===== src/logic/tocpwm_cfg.svh =====
/*
 Register offsets, field positions, reset values and widths for the
 two-channel compare and pwm timer.
 Assumes it is included by the package and the design modules.
*/
`ifndef TOCPWM_CFG_SVH
`define TOCPWM_CFG_SVH

// byte offsets of the register words
`define TOCPWM_TSC_OFS 8'h00
`define TOCPWM_CNT_OFS 8'h04
`define TOCPWM_MOD_OFS 8'h08
`define TOCPWM_CH0SC_OFS 8'h0C
`define TOCPWM_CH0V_OFS 8'h10
`define TOCPWM_CH1SC_OFS 8'h14
`define TOCPWM_CH1V_OFS 8'h18

// timer status/control field positions
`define TOCPWM_TSC_OVF_BIT 7
`define TOCPWM_TSC_OIE_BIT 6
`define TOCPWM_TSC_HALT_BIT 5
`define TOCPWM_TSC_CLR_BIT 4
`define TOCPWM_TSC_DIV_LSB 0

// channel status/control: flag bit position
`define TOCPWM_CH_FLAG_BIT 7

// reset values and the external clock divider code
`define TOCPWM_MOD_RST 16'hFFFF
`define TOCPWM_CNT_RST 16'h0000
`define TOCPWM_VAL_RST 16'h0000
`define TOCPWM_DIV_RST 3'h0
`define TOCPWM_DIV_EXT 3'h7

`endif


===== src/logic/tocpwm_pkg.sv =====
/*
 Types shared by the compare and pwm timer modules.
 Assumes tocpwm_cfg.svh is reachable on the include path.
*/
`include "tocpwm_cfg.svh"

package tocpwm_pkg;
   // one channel status/control byte, msb first
   typedef struct packed {
      logic channel_event_flag;
      logic channel_irq_enable;
      logic ch0_buffer_link_bit;
      logic mode_low_bit;
      logic [1:0] edge_level_select;
      logic toggle_on_overflow;
      logic max_duty_bit;
   } tocpwm_chan_ctrl_type;

   // apb request as seen by the register file
   typedef struct packed {
      logic sel;
      logic enable;
      logic write;
      logic [7:0] addr;
      logic [31:0] wdata;
   } tocpwm_apb_req_type;
endpackage


===== src/logic/tocpwm_prescaler.sv =====
/*
 Counter clock prescaler: one-cycle tick at bus clock divided by
 1..64, or on each rising edge of the external timer clock pin.
 Assumes ext_clk is already synchronous to pclk.
*/
`timescale 1ns/1ps
`include "tocpwm_cfg.svh"

module tocpwm_prescaler (
   input wire logic pclk,
   input wire logic presetn,
   input wire logic clear,
   input wire logic run,
   input wire logic [2:0] sel,
   input wire logic ext_clk,
   output logic tick
);
   import tocpwm_pkg::*;

   logic [5:0] div_reg;
   logic ext_prev_reg;
   logic [5:0] mask;
   logic ext_rise;

   // divider stage free-runs while counting, cleared with the counter
   always_ff @(posedge pclk or negedge presetn) begin
      if (!presetn) begin
         div_reg <= 6'h00;
      end else if (clear) begin
         div_reg <= 6'h00;
      end else if (run) begin
         div_reg <= div_reg + 6'h01;
      end
   end

   // previous level of the external clock for edge detection
   always_ff @(posedge pclk or negedge presetn) begin
      if (!presetn) begin
         ext_prev_reg <= 1'b0;
      end else begin
         ext_prev_reg <= ext_clk;
      end
   end

   // tick selection by divider code
   assign mask = ~(6'h3F << sel);
   assign ext_rise = ext_clk & ~ext_prev_reg;
   always_comb begin
      if (!run || clear) begin
         tick = 1'b0;
      end else if (sel == `TOCPWM_DIV_EXT) begin
         tick = ext_rise;
      end else begin
         tick = ((div_reg & mask) == mask);
      end
   end
endmodule


===== src/logic/tocpwm_top.sv =====
/*
 Two-channel 16-bit modulo timer: output compare, pwm by toggle on
 overflow, buffered pairing of channels 0 and 1, flags and requests.
 Assumes an apb master on pclk and pins synchronous to pclk.
*/
// The APB slave port and the placing of the registers are this design's own decisions.
`timescale 1ns/1ps
`include "tocpwm_cfg.svh"

module tocpwm_top (
   input wire logic pclk,
   input wire logic presetn,
   input wire logic psel,
   input wire logic penable,
   input wire logic pwrite,
   input wire logic [7:0] paddr,
   input wire logic [31:0] pwdata,
   output logic [31:0] prdata,
   output logic pready,
   output logic pslverr,
   input wire logic wait_mode,
   input wire logic ext_timer_clk,
   input wire logic channel0_pin_in,
   output logic channel0_pin_out,
   output logic channel0_pin_oe,
   input wire logic channel1_pin_in,
   output logic channel1_pin_out,
   output logic channel1_pin_oe,
   output logic overflow_irq,
   output logic [1:0] channel_irq,
   output logic wake_req
);
   import tocpwm_pkg::*;

   tocpwm_apb_req_type req;
   logic [15:0] counter_reg;
   logic [15:0] counter_modulo_value_reg;
   logic overflow_flag_reg;
   logic overflow_irq_enable_reg;
   logic counter_halt_reg;
   logic [2:0] clock_divider_select_reg;
   logic ovf_arm_reg;
   tocpwm_chan_ctrl_type chan_ctrl_reg [2];
   logic [15:0] chan_value_reg [2];
   logic [1:0] chan_arm_reg;
   logic [1:0] pin_reg;
   logic [1:0] oe_reg;
   logic active_sel_reg;
   logic last_written_reg;
   logic link_prev_reg;
   logic [31:0] prdata_reg;
   logic pready_reg;
   logic pslverr_reg;
   logic overflow_irq_reg;
   logic [1:0] channel_irq_reg;
   logic wake_req_reg;

   logic tick;
   logic clear_pulse;
   logic wr_done;
   logic rd_done;
   logic rollover;
   logic [15:0] counter_next;
   logic link;
   logic [1:0] cmp_event;
   logic [1:0] val_wr;
   logic [31:0] rd_mux;
   logic rd_hit;

   assign req = '{sel: psel, enable: penable, write: pwrite, addr: paddr, wdata: pwdata};
   assign link = chan_ctrl_reg[0].ch0_buffer_link_bit;

   // completed transfers; refused accesses in wait mode have no effect
   assign wr_done = req.sel & req.enable & pready_reg & req.write & ~pslverr_reg;
   assign rd_done = req.sel & req.enable & pready_reg & ~req.write & ~pslverr_reg;
   assign clear_pulse = wr_done & (req.addr == `TOCPWM_TSC_OFS)
      & req.wdata[`TOCPWM_TSC_CLR_BIT];
   assign val_wr[0] = wr_done & (req.addr == `TOCPWM_CH0V_OFS);
   assign val_wr[1] = wr_done & (req.addr == `TOCPWM_CH1V_OFS);

   tocpwm_prescaler u_prescaler (
      .pclk(pclk),
      .presetn(presetn),
      .clear(clear_pulse),
      .run(~counter_halt_reg),
      .sel(clock_divider_select_reg),
      .ext_clk(ext_timer_clk),
      .tick(tick)
   );

   // next count and rollover at the modulo value
   assign rollover = tick & (counter_reg == counter_modulo_value_reg);
   assign counter_next = rollover ? 16'h0000 : counter_reg + 16'h0001;

   // counter keeps running in wait mode; only halt or clear stop it
   always_ff @(posedge pclk or negedge presetn) begin
      if (!presetn) begin
         counter_reg <= `TOCPWM_CNT_RST;
      end else if (clear_pulse) begin
         counter_reg <= 16'h0000;
      end else if (tick) begin
         counter_reg <= counter_next;
      end
   end

   // timer status/control fields
   always_ff @(posedge pclk or negedge presetn) begin
      if (!presetn) begin
         overflow_irq_enable_reg <= 1'b0;
         counter_halt_reg <= 1'b1;
         clock_divider_select_reg <= `TOCPWM_DIV_RST;
      end else if (wr_done && req.addr == `TOCPWM_TSC_OFS) begin
         overflow_irq_enable_reg <= req.wdata[`TOCPWM_TSC_OIE_BIT];
         counter_halt_reg <= req.wdata[`TOCPWM_TSC_HALT_BIT];
         clock_divider_select_reg <= req.wdata[`TOCPWM_TSC_DIV_LSB +: 3];
      end
   end

   // overflow flag: rollover sets, armed zero write clears, set wins
   always_ff @(posedge pclk or negedge presetn) begin
      if (!presetn) begin
         overflow_flag_reg <= 1'b0;
         ovf_arm_reg <= 1'b0;
      end else if (rollover) begin
         overflow_flag_reg <= 1'b1;
         ovf_arm_reg <= 1'b0;
      end else if (wr_done && req.addr == `TOCPWM_TSC_OFS) begin
         if (ovf_arm_reg && !req.wdata[`TOCPWM_TSC_OVF_BIT]) begin
            overflow_flag_reg <= 1'b0;
         end
         ovf_arm_reg <= 1'b0;
      end else if (rd_done && req.addr == `TOCPWM_TSC_OFS) begin
         ovf_arm_reg <= prdata_reg[`TOCPWM_TSC_OVF_BIT];
      end
   end

   // modulo register
   always_ff @(posedge pclk or negedge presetn) begin
      if (!presetn) begin
         counter_modulo_value_reg <= `TOCPWM_MOD_RST;
      end else if (wr_done && req.addr == `TOCPWM_MOD_OFS) begin
         counter_modulo_value_reg <= req.wdata[15:0];
      end
   end

   // buffered pairing: channel 0 leads, last written pair takes over
   always_ff @(posedge pclk or negedge presetn) begin
      if (!presetn) begin
         active_sel_reg <= 1'b0;
         last_written_reg <= 1'b0;
         link_prev_reg <= 1'b0;
      end else begin
         link_prev_reg <= link;
         if (link && !link_prev_reg) begin
            active_sel_reg <= 1'b0;
            last_written_reg <= 1'b0;
         end else begin
            if (val_wr != 2'b00) begin
               last_written_reg <= val_wr[1];
            end
            if (rollover) begin
               active_sel_reg <= last_written_reg;
            end
         end
      end
   end

   // per-channel compare, pin action, flag and registers
   genvar gi;
   generate
      for (gi = 0; gi < 2; gi = gi + 1) begin : g_chan
         logic [15:0] cmp_value;
         logic out_mode;
         logic [7:0] sc_addr;
         logic [7:0] val_addr;
         logic cmp_force;
         assign sc_addr = (gi == 0) ? `TOCPWM_CH0SC_OFS : `TOCPWM_CH1SC_OFS;
         assign val_addr = (gi == 0) ? `TOCPWM_CH0V_OFS : `TOCPWM_CH1V_OFS;
         // channel 1 is silent while paired; channel 0 follows active pair
         if (gi == 0) begin : g_c0
            assign cmp_value = (link && active_sel_reg) ? chan_value_reg[1]
               : chan_value_reg[0];
            assign out_mode = link | chan_ctrl_reg[0].mode_low_bit;
         end else begin : g_c1
            assign cmp_value = chan_value_reg[1];
            assign out_mode = ~link & chan_ctrl_reg[1].mode_low_bit;
         end
         // equality on the next count only, so a passed value waits
         assign cmp_event[gi] = tick & out_mode & (counter_next == cmp_value);
         assign cmp_force = cmp_event[gi] & (chan_ctrl_reg[gi].edge_level_select != 2'b00);

         // compare value writes replace the live value at once
         always_ff @(posedge pclk or negedge presetn) begin
            if (!presetn) begin
               chan_value_reg[gi] <= `TOCPWM_VAL_RST;
            end else if (wr_done && req.addr == val_addr) begin
               chan_value_reg[gi] <= req.wdata[15:0];
            end
         end

         // control bits (no link bit on channel 1) and flag; event beats clear
         always_ff @(posedge pclk or negedge presetn) begin
            if (!presetn) begin
               chan_ctrl_reg[gi] <= '0;
               chan_arm_reg[gi] <= 1'b0;
            end else begin
               if (wr_done && req.addr == sc_addr) begin
                  chan_ctrl_reg[gi][6:0] <= {req.wdata[6], (gi == 0) && req.wdata[5],
                     req.wdata[4:0]};
                  chan_arm_reg[gi] <= 1'b0;
                  if (chan_arm_reg[gi] && !req.wdata[`TOCPWM_CH_FLAG_BIT]) begin
                     chan_ctrl_reg[gi].channel_event_flag <= 1'b0;
                  end
               end else if (rd_done && req.addr == sc_addr) begin
                  chan_arm_reg[gi] <= prdata_reg[`TOCPWM_CH_FLAG_BIT];
               end
               if (cmp_event[gi]) begin
                  chan_ctrl_reg[gi].channel_event_flag <= 1'b1;
                  chan_arm_reg[gi] <= 1'b0;
               end
            end
         end

         // pin: overflow toggle first, then compare action overrides
         always_ff @(posedge pclk or negedge presetn) begin
            if (!presetn) begin
               pin_reg[gi] <= 1'b0;
               oe_reg[gi] <= 1'b0;
            end else begin
               oe_reg[gi] <= out_mode & (chan_ctrl_reg[gi].edge_level_select != 2'b00);
               if (chan_ctrl_reg[gi].max_duty_bit
                  && !chan_ctrl_reg[gi].toggle_on_overflow) begin
                  pin_reg[gi] <= 1'b1;
               end else if (cmp_force) begin
                  case (chan_ctrl_reg[gi].edge_level_select)
                     2'b01: pin_reg[gi] <= ~pin_reg[gi];
                     2'b10: pin_reg[gi] <= 1'b0;
                     2'b11: pin_reg[gi] <= 1'b1;
                     default: pin_reg[gi] <= pin_reg[gi];
                  endcase
               end else if (rollover && out_mode
                  && chan_ctrl_reg[gi].toggle_on_overflow) begin
                  pin_reg[gi] <= ~pin_reg[gi];
               end
            end
         end
      end
   endgenerate

   // read mux over the register words
   always_comb begin
      rd_hit = 1'b1;
      rd_mux = 32'h0000_0000;
      case (req.addr)
         `TOCPWM_TSC_OFS: begin
            rd_mux[`TOCPWM_TSC_OVF_BIT] = overflow_flag_reg;
            rd_mux[`TOCPWM_TSC_OIE_BIT] = overflow_irq_enable_reg;
            rd_mux[`TOCPWM_TSC_HALT_BIT] = counter_halt_reg;
            rd_mux[`TOCPWM_TSC_DIV_LSB +: 3] = clock_divider_select_reg;
         end
         `TOCPWM_CNT_OFS: rd_mux[15:0] = counter_reg;
         `TOCPWM_MOD_OFS: rd_mux[15:0] = counter_modulo_value_reg;
         `TOCPWM_CH0SC_OFS: rd_mux[7:0] = chan_ctrl_reg[0];
         `TOCPWM_CH0V_OFS: rd_mux[15:0] = chan_value_reg[0];
         `TOCPWM_CH1SC_OFS: rd_mux[7:0] = chan_ctrl_reg[1];
         `TOCPWM_CH1V_OFS: rd_mux[15:0] = chan_value_reg[1];
         default: rd_hit = 1'b0;
      endcase
   end

   // apb slave: answer prepared in setup, ready for one access cycle
   always_ff @(posedge pclk or negedge presetn) begin
      if (!presetn) begin
         prdata_reg <= 32'h0000_0000;
         pready_reg <= 1'b0;
         pslverr_reg <= 1'b0;
      end else begin
         pready_reg <= req.sel & ~req.enable;
         pslverr_reg <= req.sel & ~req.enable & (~rd_hit | wait_mode);
         if (req.sel && !req.enable) begin
            prdata_reg <= (rd_hit && !wait_mode) ? rd_mux : 32'h0000_0000;
         end
      end
   end

   // requests: each flag gated by its enable; any one wakes in wait mode
   always_ff @(posedge pclk or negedge presetn) begin
      if (!presetn) begin
         overflow_irq_reg <= 1'b0;
         channel_irq_reg <= 2'b00;
         wake_req_reg <= 1'b0;
      end else begin
         overflow_irq_reg <= overflow_flag_reg & overflow_irq_enable_reg;
         channel_irq_reg[0] <= chan_ctrl_reg[0].channel_event_flag
            & chan_ctrl_reg[0].channel_irq_enable;
         channel_irq_reg[1] <= chan_ctrl_reg[1].channel_event_flag
            & chan_ctrl_reg[1].channel_irq_enable & ~link;
         wake_req_reg <= wait_mode & ((overflow_flag_reg & overflow_irq_enable_reg)
            | (chan_ctrl_reg[0].channel_event_flag & chan_ctrl_reg[0].channel_irq_enable)
            | (chan_ctrl_reg[1].channel_event_flag
            & chan_ctrl_reg[1].channel_irq_enable & ~link));
      end
   end

   assign prdata = prdata_reg;
   assign pready = pready_reg;
   assign pslverr = pslverr_reg;
   assign channel0_pin_out = pin_reg[0];
   assign channel0_pin_oe = oe_reg[0];
   assign channel1_pin_out = pin_reg[1];
   assign channel1_pin_oe = oe_reg[1];
   assign overflow_irq = overflow_irq_reg;
   assign channel_irq = channel_irq_reg;
   assign wake_req = wake_req_reg;
endmodule


===== config.mk =====
export PLATFORM = sky130hd
export DESIGN_NAME = tocpwm_top
export DESIGN_NICKNAME = d
export VERILOG_FILES = /design/src/logic/tocpwm_pkg.sv /design/src/logic/tocpwm_prescaler.sv /design/src/logic/tocpwm_top.sv
export VERILOG_INCLUDE_DIRS = /design/src /design/src/logic
export SDC_FILE = /design/constraint.sdc
export NUM_CORES = 1
export LEC_CHECK = 0
export BUFFER_PORTS_ARGS = -buffer_cell sky130_fd_sc_hd__buf_2
export CORE_MARGIN = 2
export CORE_UTILIZATION = 59
export DETAILED_ROUTE_END_ITERATION = 6
export PLACE_DENSITY = 0.93
export SKIP_LAST_GASP = 1
export SYNTH_ARGS = -nofsm -noshare
export SYNTH_HDL_FRONTEND = slang
export SYNTH_SLANG_ARGS = --single-unit

===== constraint.sdc =====
create_clock -name pclk -period 4.1 [get_ports pclk]
set_input_delay 0.82 -clock pclk [delete_from_list [all_inputs] [get_ports pclk]]
set_output_delay 0.82 -clock pclk [all_outputs]
set_load 0.1 [all_outputs]

# [Word level (Yosys, flattened, before mapping)]
# Cells that the tools add are included.
[word_totals] input_bits=49 word_cells=201 ff_bits=140 out_inout_bits=42
[op_classes] shift=1 bitwise=42 addsub=2 reduce_logical=53 n_eq_ne=20 mux=44
[op_table] cell="2-to-1 mux 16 bit" count=5
[op_table] cell="equality test 16 bit" count=3
[op_table] cell="one-hot mux 3 bit (7 select lines)" count=2
[op_table] cell="one-hot mux 8 bit (4 select lines)" count=1
[op_table] cell="2-to-1 mux 1 bit" count=29
[op_table] cell="bitwise AND 1 bit" count=28
[op_table] cell="equality test 8 x 5 -> 1 bit, second input constant" count=3
[op_table] cell="nonzero test 2 bit" count=12
[op_table] cell="logical AND 1 bit" count=22
[op_table] cell="adder 16 x 1 -> 16 bit, second input constant" count=1
[op_table] cell="equality test 8 x 4 -> 1 bit, second input constant" count=2
[op_table] cell="2-to-1 mux 8 bit" count=2
[op_table] cell="nonzero test 3 bit" count=5
[op_table] cell="2-to-1 mux 6 bit" count=2
[op_table] cell="one-hot mux 2 bit (6 select lines)" count=1
[op_table] cell="inequality test 5 x 1 -> 1 bit, second input constant" count=2
[op_table] cell="AND reduction 2 bit" count=5
[op_table] cell="equality test 2 bit, second input constant" count=4
[op_table] cell="equality test 8 x 3 -> 1 bit, second input constant" count=1
[op_table] cell="logical NOT 8 bit" count=1
[op_table] cell="inverter 1 bit" count=8
[op_table] cell="OR reduction 7 bit" count=1
[op_table] cell="adder 6 x 1 -> 6 bit, second input constant" count=1
[op_table] cell="bitwise AND 6 bit" count=1
[op_table] cell="10 further kinds" count=20

# [Longest topological paths before layout]
[logic_depth] depth_word=15 depth_mapped=12 depth_no_buf=10

# [Hierarchy]
# From an unflattened synthesis, not the netlist that was laid out.
[unflattened] hier_cells=773 hier_area_um2=7518.5
[by_module_without_submodules] module="tocpwm_top" cells_each=733 instances=1 area_each_um2=7118.1 seq_area_each_um2=2949.1
[by_module_without_submodules] module="tocpwm_prescaler" cells_each=40 instances=1 area_each_um2=400.4 seq_area_each_um2=175.2

# [Worst setup path after synthesis]
# Ideal clock, no wire load.
[synth_path] path_kind="register to register" from="register pslverr_reg (netlist: pslverr)" to="register pin_reg[0] (netlist: channel0_pin_out)" synth_period_minus_slack_ns=3.594 setup_ns=0.128 required_ns=3.972 arrival_time_ns=3.466 stages_incl_launch_ff=11 slack_ns=0.506 n_path_buf=1 cell_sequence="dfrtp_1 > and4b_4 > and4_4 > and2_1 > buf_6 > a211oi_1 > o2111ai_1 > or3_1 > or3_1 > nor3_2 > mux2_1"
[synth_via] elab_chain_len=13 word_cells_on_any_way=19 cone_classes="2 x eq/ne; 4 x mux; 8 x bitwise; 5 x reduce/logical"
[synth_lines] item="start: declaration" line_no="tocpwm_top.sv:53" rtl="logic pslverr_reg;"
[synth_lines] item="start signal: assignment" line_no="tocpwm_top.sv:279" rtl="pslverr_reg <= req.sel & ~req.enable & (~rd_hit | wait_mode);"
[synth_lines] item="inverter 1 bit *" line_no="tocpwm_top.sv:74" rtl="assign wr_done = req.sel & req.enable & pready_reg & req.write & ~pslverr_reg;"
[synth_lines] item="bitwise AND 1 bit *" line_no="tocpwm_top.sv:74"
[synth_lines] item="bitwise AND 1 bit * (2 in series)" line_no="tocpwm_top.sv:76" rtl="assign clear_pulse = wr_done & (req.addr == `TOCPWM_TSC_OFS)"
[synth_lines] item="logical OR 1 bit *" line_no="tocpwm_prescaler.sv:49" rtl="if (!run || clear) begin"
[synth_lines] item="2-to-1 mux 1 bit *" line_no="tocpwm_prescaler.sv:49"
[synth_lines] item="bitwise AND 1 bit" line_no="tocpwm_top.sv:92" rtl="assign rollover = tick & (counter_reg == counter_modulo_value_reg);"
[synth_lines] item="2-to-1 mux 16 bit" line_no="tocpwm_top.sv:93" rtl="assign counter_next = rollover ? 16'h0000 : counter_reg + 16'h0001;"
[synth_lines] item="equality test 16 bit" line_no="tocpwm_top.sv:189" rtl="assign cmp_event[gi] = tick & out_mode & (counter_next == cmp_value);"
[synth_lines] item="bitwise AND 1 bit" line_no="tocpwm_top.sv:189"
[synth_lines] item="bitwise AND 1 bit" line_no="tocpwm_top.sv:190" rtl="assign cmp_force = cmp_event[gi] & (chan_ctrl_reg[gi].edge_level_select != 2'b00);"
[synth_lines] item="inequality test 5 x 1 -> 1 bit (no source line) (tied with other cells)"
[synth_lines] item="AND reduction 2 bit (no source line) or 2-to-1 mux 1 bit (tied branches)"
[synth_lines] item="end signal: indexed assignment" line_no="tocpwm_top.sv:236" rtl="2'b01: pin_reg[gi] <= ~pin_reg[gi];"
[synth_lines] item="end signal: indexed assignment" line_no="tocpwm_top.sv:239" rtl="default: pin_reg[gi] <= pin_reg[gi];"
[synth_lines] item="end signal: indexed assignment" line_no="tocpwm_top.sv:243" rtl="pin_reg[gi] <= ~pin_reg[gi];"
[synth_lines] item="end: declaration" line_no="tocpwm_top.sv:46" rtl="logic [1:0] pin_reg;"
# Mark *: on every way between the ends. The rest lies on a longest branch, timed or not.
# A chain may end at the register's enable or synchronous reset.

# [Final worst setup path]
[layout_path] from="register counter_reg[0]" to="register pin_reg[0] (netlist: channel0_pin_out)"
[layout_via] elab_chain_len=8 word_cells_on_any_way=14 cone_classes="1 x add/sub; 3 x eq/ne; 3 x mux; 3 x bitwise; 4 x reduce/logical"
[layout_lines] item="start: declaration" line_no="tocpwm_top.sv:36" rtl="logic [15:0] counter_reg;"
[layout_lines] item="start signal: assignment" line_no="tocpwm_top.sv:98" rtl="counter_reg <= `TOCPWM_CNT_RST;"
[layout_lines] item="start signal: assignment" line_no="tocpwm_top.sv:102" rtl="counter_reg <= counter_next;"
[layout_lines] item="parallel branches: the longest is 8 deep, another holds adder 16 x 1 -> 16 bit"
# Several ways; the timed one is not identified.

==> results.sh <==
export IMPL_cts_buffers=17
export IMPL_io_buffer_count=56
export IMPL_busiest_layer="met2"
export IMPL_synth_top_family_by_area="simple AND/OR/NAND/NOR gates"
export IMPL_cts_htree_levels=4
export IMPL_slew_limit_headroom_pct=38.12
export IMPL_synth_top_area_share_pct=36.67
export IMPL_ys_seq_area_share_pct=42.79
export IMPL_gp_congestion=1.012
export IMPL_crit_path_end="channel0_pin_out$_DFFE_PN0P_"
export IMPL_finalCriticalPeriod_ps=3557
export IMPL_synth_area_leaders="dfrtp_1 (37%), mux2_2 (9.6%), dfstp_2 (6.1%)"
export IMPL_grt_util_met1_pct=46.02
export IMPL_avgRoutedWirePerCell_um=22.61
export IMPL_critPathMaxFanout=10
export IMPL_critical_path_arrival_ps=3870
export IMPL_clk_latency_ps=430
export IMPL_syn_to_final_growth_pct=14.80
export IMPL_max_freq_mhz=281.1
export IMPL_diodes=0
export IMPL_cts_hold_fix_buffers=0
export IMPL_gr_usage_met2_pct=50.39
export IMPL_cts_root_buf="clkbuf_16"
export IMPL_clkTransAtPathRegs_ps=60
export IMPL_grt_use_total_pct=33.90
export IMPL_synthXorXnorAreaFrac_pct=5.415
export IMPL_clockBufferDepth=2
export IMPL_tightest_slew_ps=928.2
export IMPL_hold_viol_final=0
export IMPL_yosysTopAreaCell="dfrtp_1"
export IMPL_fin_nets=832
export IMPL_synth_seq_cells=124
export IMPL_drt_total_wl_um=21680
export IMPL_power_density_mw_per_mm2=372.9
export IMPL_syn_inst=715
export IMPL_die_area_mm2=0.01328
export IMPL_viasPerCell=6.718
export IMPL_grt_first_pass_wirelength_um=33490
export IMPL_rsz0062_at_grt="false"
export IMPL_r2r_end="channel0_pin_out$_DFFE_PN0P_"
export IMPL_r2r_start="counter_reg[0]$_DFFE_PN0P_"
export IMPL_num_rows=40
export IMPL_r2r_cells=10
export IMPL_vdd_ir_drop_worst_v=0.0002678
export IMPL_async_reset_ff_share_pct=100.0
export IMPL_holdCritPathClass="flip-flop to flip-flop"
export IMPL_hpwl_um=15270
export IMPL_synth_distinct_cells=74
export IMPL_overflow=0
export IMPL_required_ps=4410
export IMPL_num_io_pins=91
export IMPL_yosysWarnings=0
export IMPL_status="finished, final reports clean"
export IMPL_max_stage_delay_ps=520
export IMPL_fin_worst_skew_ps=9.661
export IMPL_crit_chain="buf_4 -> and3_1 -> nand3_1 -> or3_1 -> nand2_1 -> o2111ai_1 -> or3_1 -> or3_1 -> nor3_2 -> mux2_1"
export IMPL_cap_viol_max_count=0
export IMPL_critPathSlowestCell="dfrtp_1"
export IMPL_cts_resized=0
export IMPL_initial_core_util_pct=60.54
export IMPL_netlist_area_mm2=0.007302
export IMPL_fin_crit_sh_pct=86.75
export IMPL_synthSimpleGateAreaFrac_pct=17.60
export IMPL_drive_above_1_share_pct=26.42
export IMPL_use_met3_pct=9.541
export IMPL_drc=0
export IMPL_path_common_cell="or3_1"
export IMPL_critical_path_class="flip-flop to flip-flop"
export IMPL_drv_slew=0
export IMPL_synth_edf_count=0
export IMPL_grt_max_degree=77
export IMPL_setup_ws_ps=543.0
export IMPL_cts_setup_buffers=0
export IMPL_antenna_found_initial=0
export IMPL_die_h_um=115.3
export IMPL_synth_compound_area_share_pct=15.04
export IMPL_drt_pass1_iterations=7
export IMPL_vias=6443
export IMPL_endpoint_kind="flip-flop"
export IMPL_place_ws_ps=308.0
export IMPL_synth_flop_cell="dfrtp_1"
export IMPL_core_area_mm2=0.01206
export IMPL_synthMuxAreaShare_pct=13.69
export IMPL_cp_startpoint="counter_reg[0]$_DFFE_PN0P_"
export IMPL_synth_most_common_cell="dfrtp_1"
export IMPL_r2r_setup_slack_ps=540
export IMPL_cts_tree="built"
export IMPL_critPathLaunchType="flip-flop"
export IMPL_postRouteAntennaNets=0
export IMPL_power_total_mw=3.126
export IMPL_synth_common_cells="dfrtp_1 (107), mux2_2 (62), nand2_1 (51)"
export IMPL_numClockSinks=124
export IMPL_die_w_um=115.3
export IMPL_setup_viol=0
export IMPL_leakage_nw=4.091
export IMPL_first_global_vias=5965
export IMPL_setup_tns_ps=0
export IMPL_first_iter_violations=987
export IMPL_synthAdderAreaFrac_pct=0.6854
export IMPL_avgSynthCellArea_um2=10.21
==> cell usage in the layout, fill, tap and decap left out, types with 11 or more instances in the layout <==
cell type / instances
nor2_1: 49
dfrtp_1: 107
mux2i_1: 29
nor3_1: 17
buf_4: 29
mux2_2: 62
nand3_1: 26
a21oi_1: 13
nand2_1: 51
dfstp_2: 17
nor2b_1: 15
conb_1: 16
o21ai_0: 33
buf_2: 55
a221oi_1: 12
a22oi_1: 14
xor2_1: 24
clkbuf_16: 17
nor4_1: 11
a22o_1: 19
nand4_1: 13
==> critical path, delay by kind of cell (launching register included) <==
kind	cells	cell delay (ps)
flip-flops	1	520
multiplexers	1	340
AND/OR/NAND/NOR	7	2180
buffers and inverters	1	220
AO/OA/AOI/OAI	1	170
==> cells by family after synthesis <==
kind of cell	Yosys count
adder cells (fa/ha/maj)	4
other	1
flip-flops	124
XOR/XNOR	38
AO/OA/AOI/OAI	150
buffers and inverters	65
AND/OR/NAND/NOR	241
multiplexers	92
==> where the power goes <==
group / leakage, nW / switching [mW] / internal [mW]
sequential: 1.63 / 0.0448 / 1.26
combinational: 2.17 / 0.210 / 0.0832
clock: 0.290 / 0.552 / 0.977
==> worst min path at each step <==
| stage | startpoint | end | slack [ps] | depth (start not counted) |
|---|---|---|---|---|
| after CTS | prdata[10]$_DFFE_PN0P_ | prdata[10]$_DFFE_PN0P_ | 480 | 2 |
| after detailed placement | prdata[10]$_DFFE_PN0P_ | prdata[10]$_DFFE_PN0P_ | 470 | 2 |
| final | prdata[10]$_DFFE_PN0P_ | prdata[10]$_DFFE_PN0P_ | 480 | 2 |
| after global routing | prdata[12]$_DFFE_PN0P_ | prdata[12]$_DFFE_PN0P_ | 500 | 2 |
| after floorplan | link$_DFFE_PN0P_ | link_prev_reg$_DFF_PN0_ | 350 | 0 |
| after global placement | prdata[10]$_DFFE_PN0P_ | prdata[10]$_DFFE_PN0P_ | 460 | 2 |
==> area by class of cell <==
class | count | area [um^2]
clock inverter | 12 | 146.4
clock buffer | 19 | 452.9
inverter | 10 | 37.54
sequential | 124 | 3124
fill | 878 | 3679
multi-input combinational | 541 | 3899
timing repair buffer | 85 | 513.0
tap | 168 | 210.2
==> metrics by stage <==
step	utilization, %	hold WS [ps]	cell area, um^2	cells
after floorplan	-	348.7	7358	730
after global placement	64.53	458.8	7784	928
after detailed placement	64.53	470.6	7784	928
after CTS	69.50	482.8	8383	959
after global routing	69.50	497.0	8383	959
final	69.50	479.0	8383	959
==> per-layer routing <==
layer | part of all wire, % | wire (um) | vias to the layer above
met5 | 0 | 0 | -
met4 | 4.5 | 966 | 0
met3 | 11 | 2464 | 96
met2 | 45 | 9745 | 467
met1 | 39 | 8503 | 3113
li1 | - | - | 2767
Note: power is estimated with default switching activity, not from simulation.
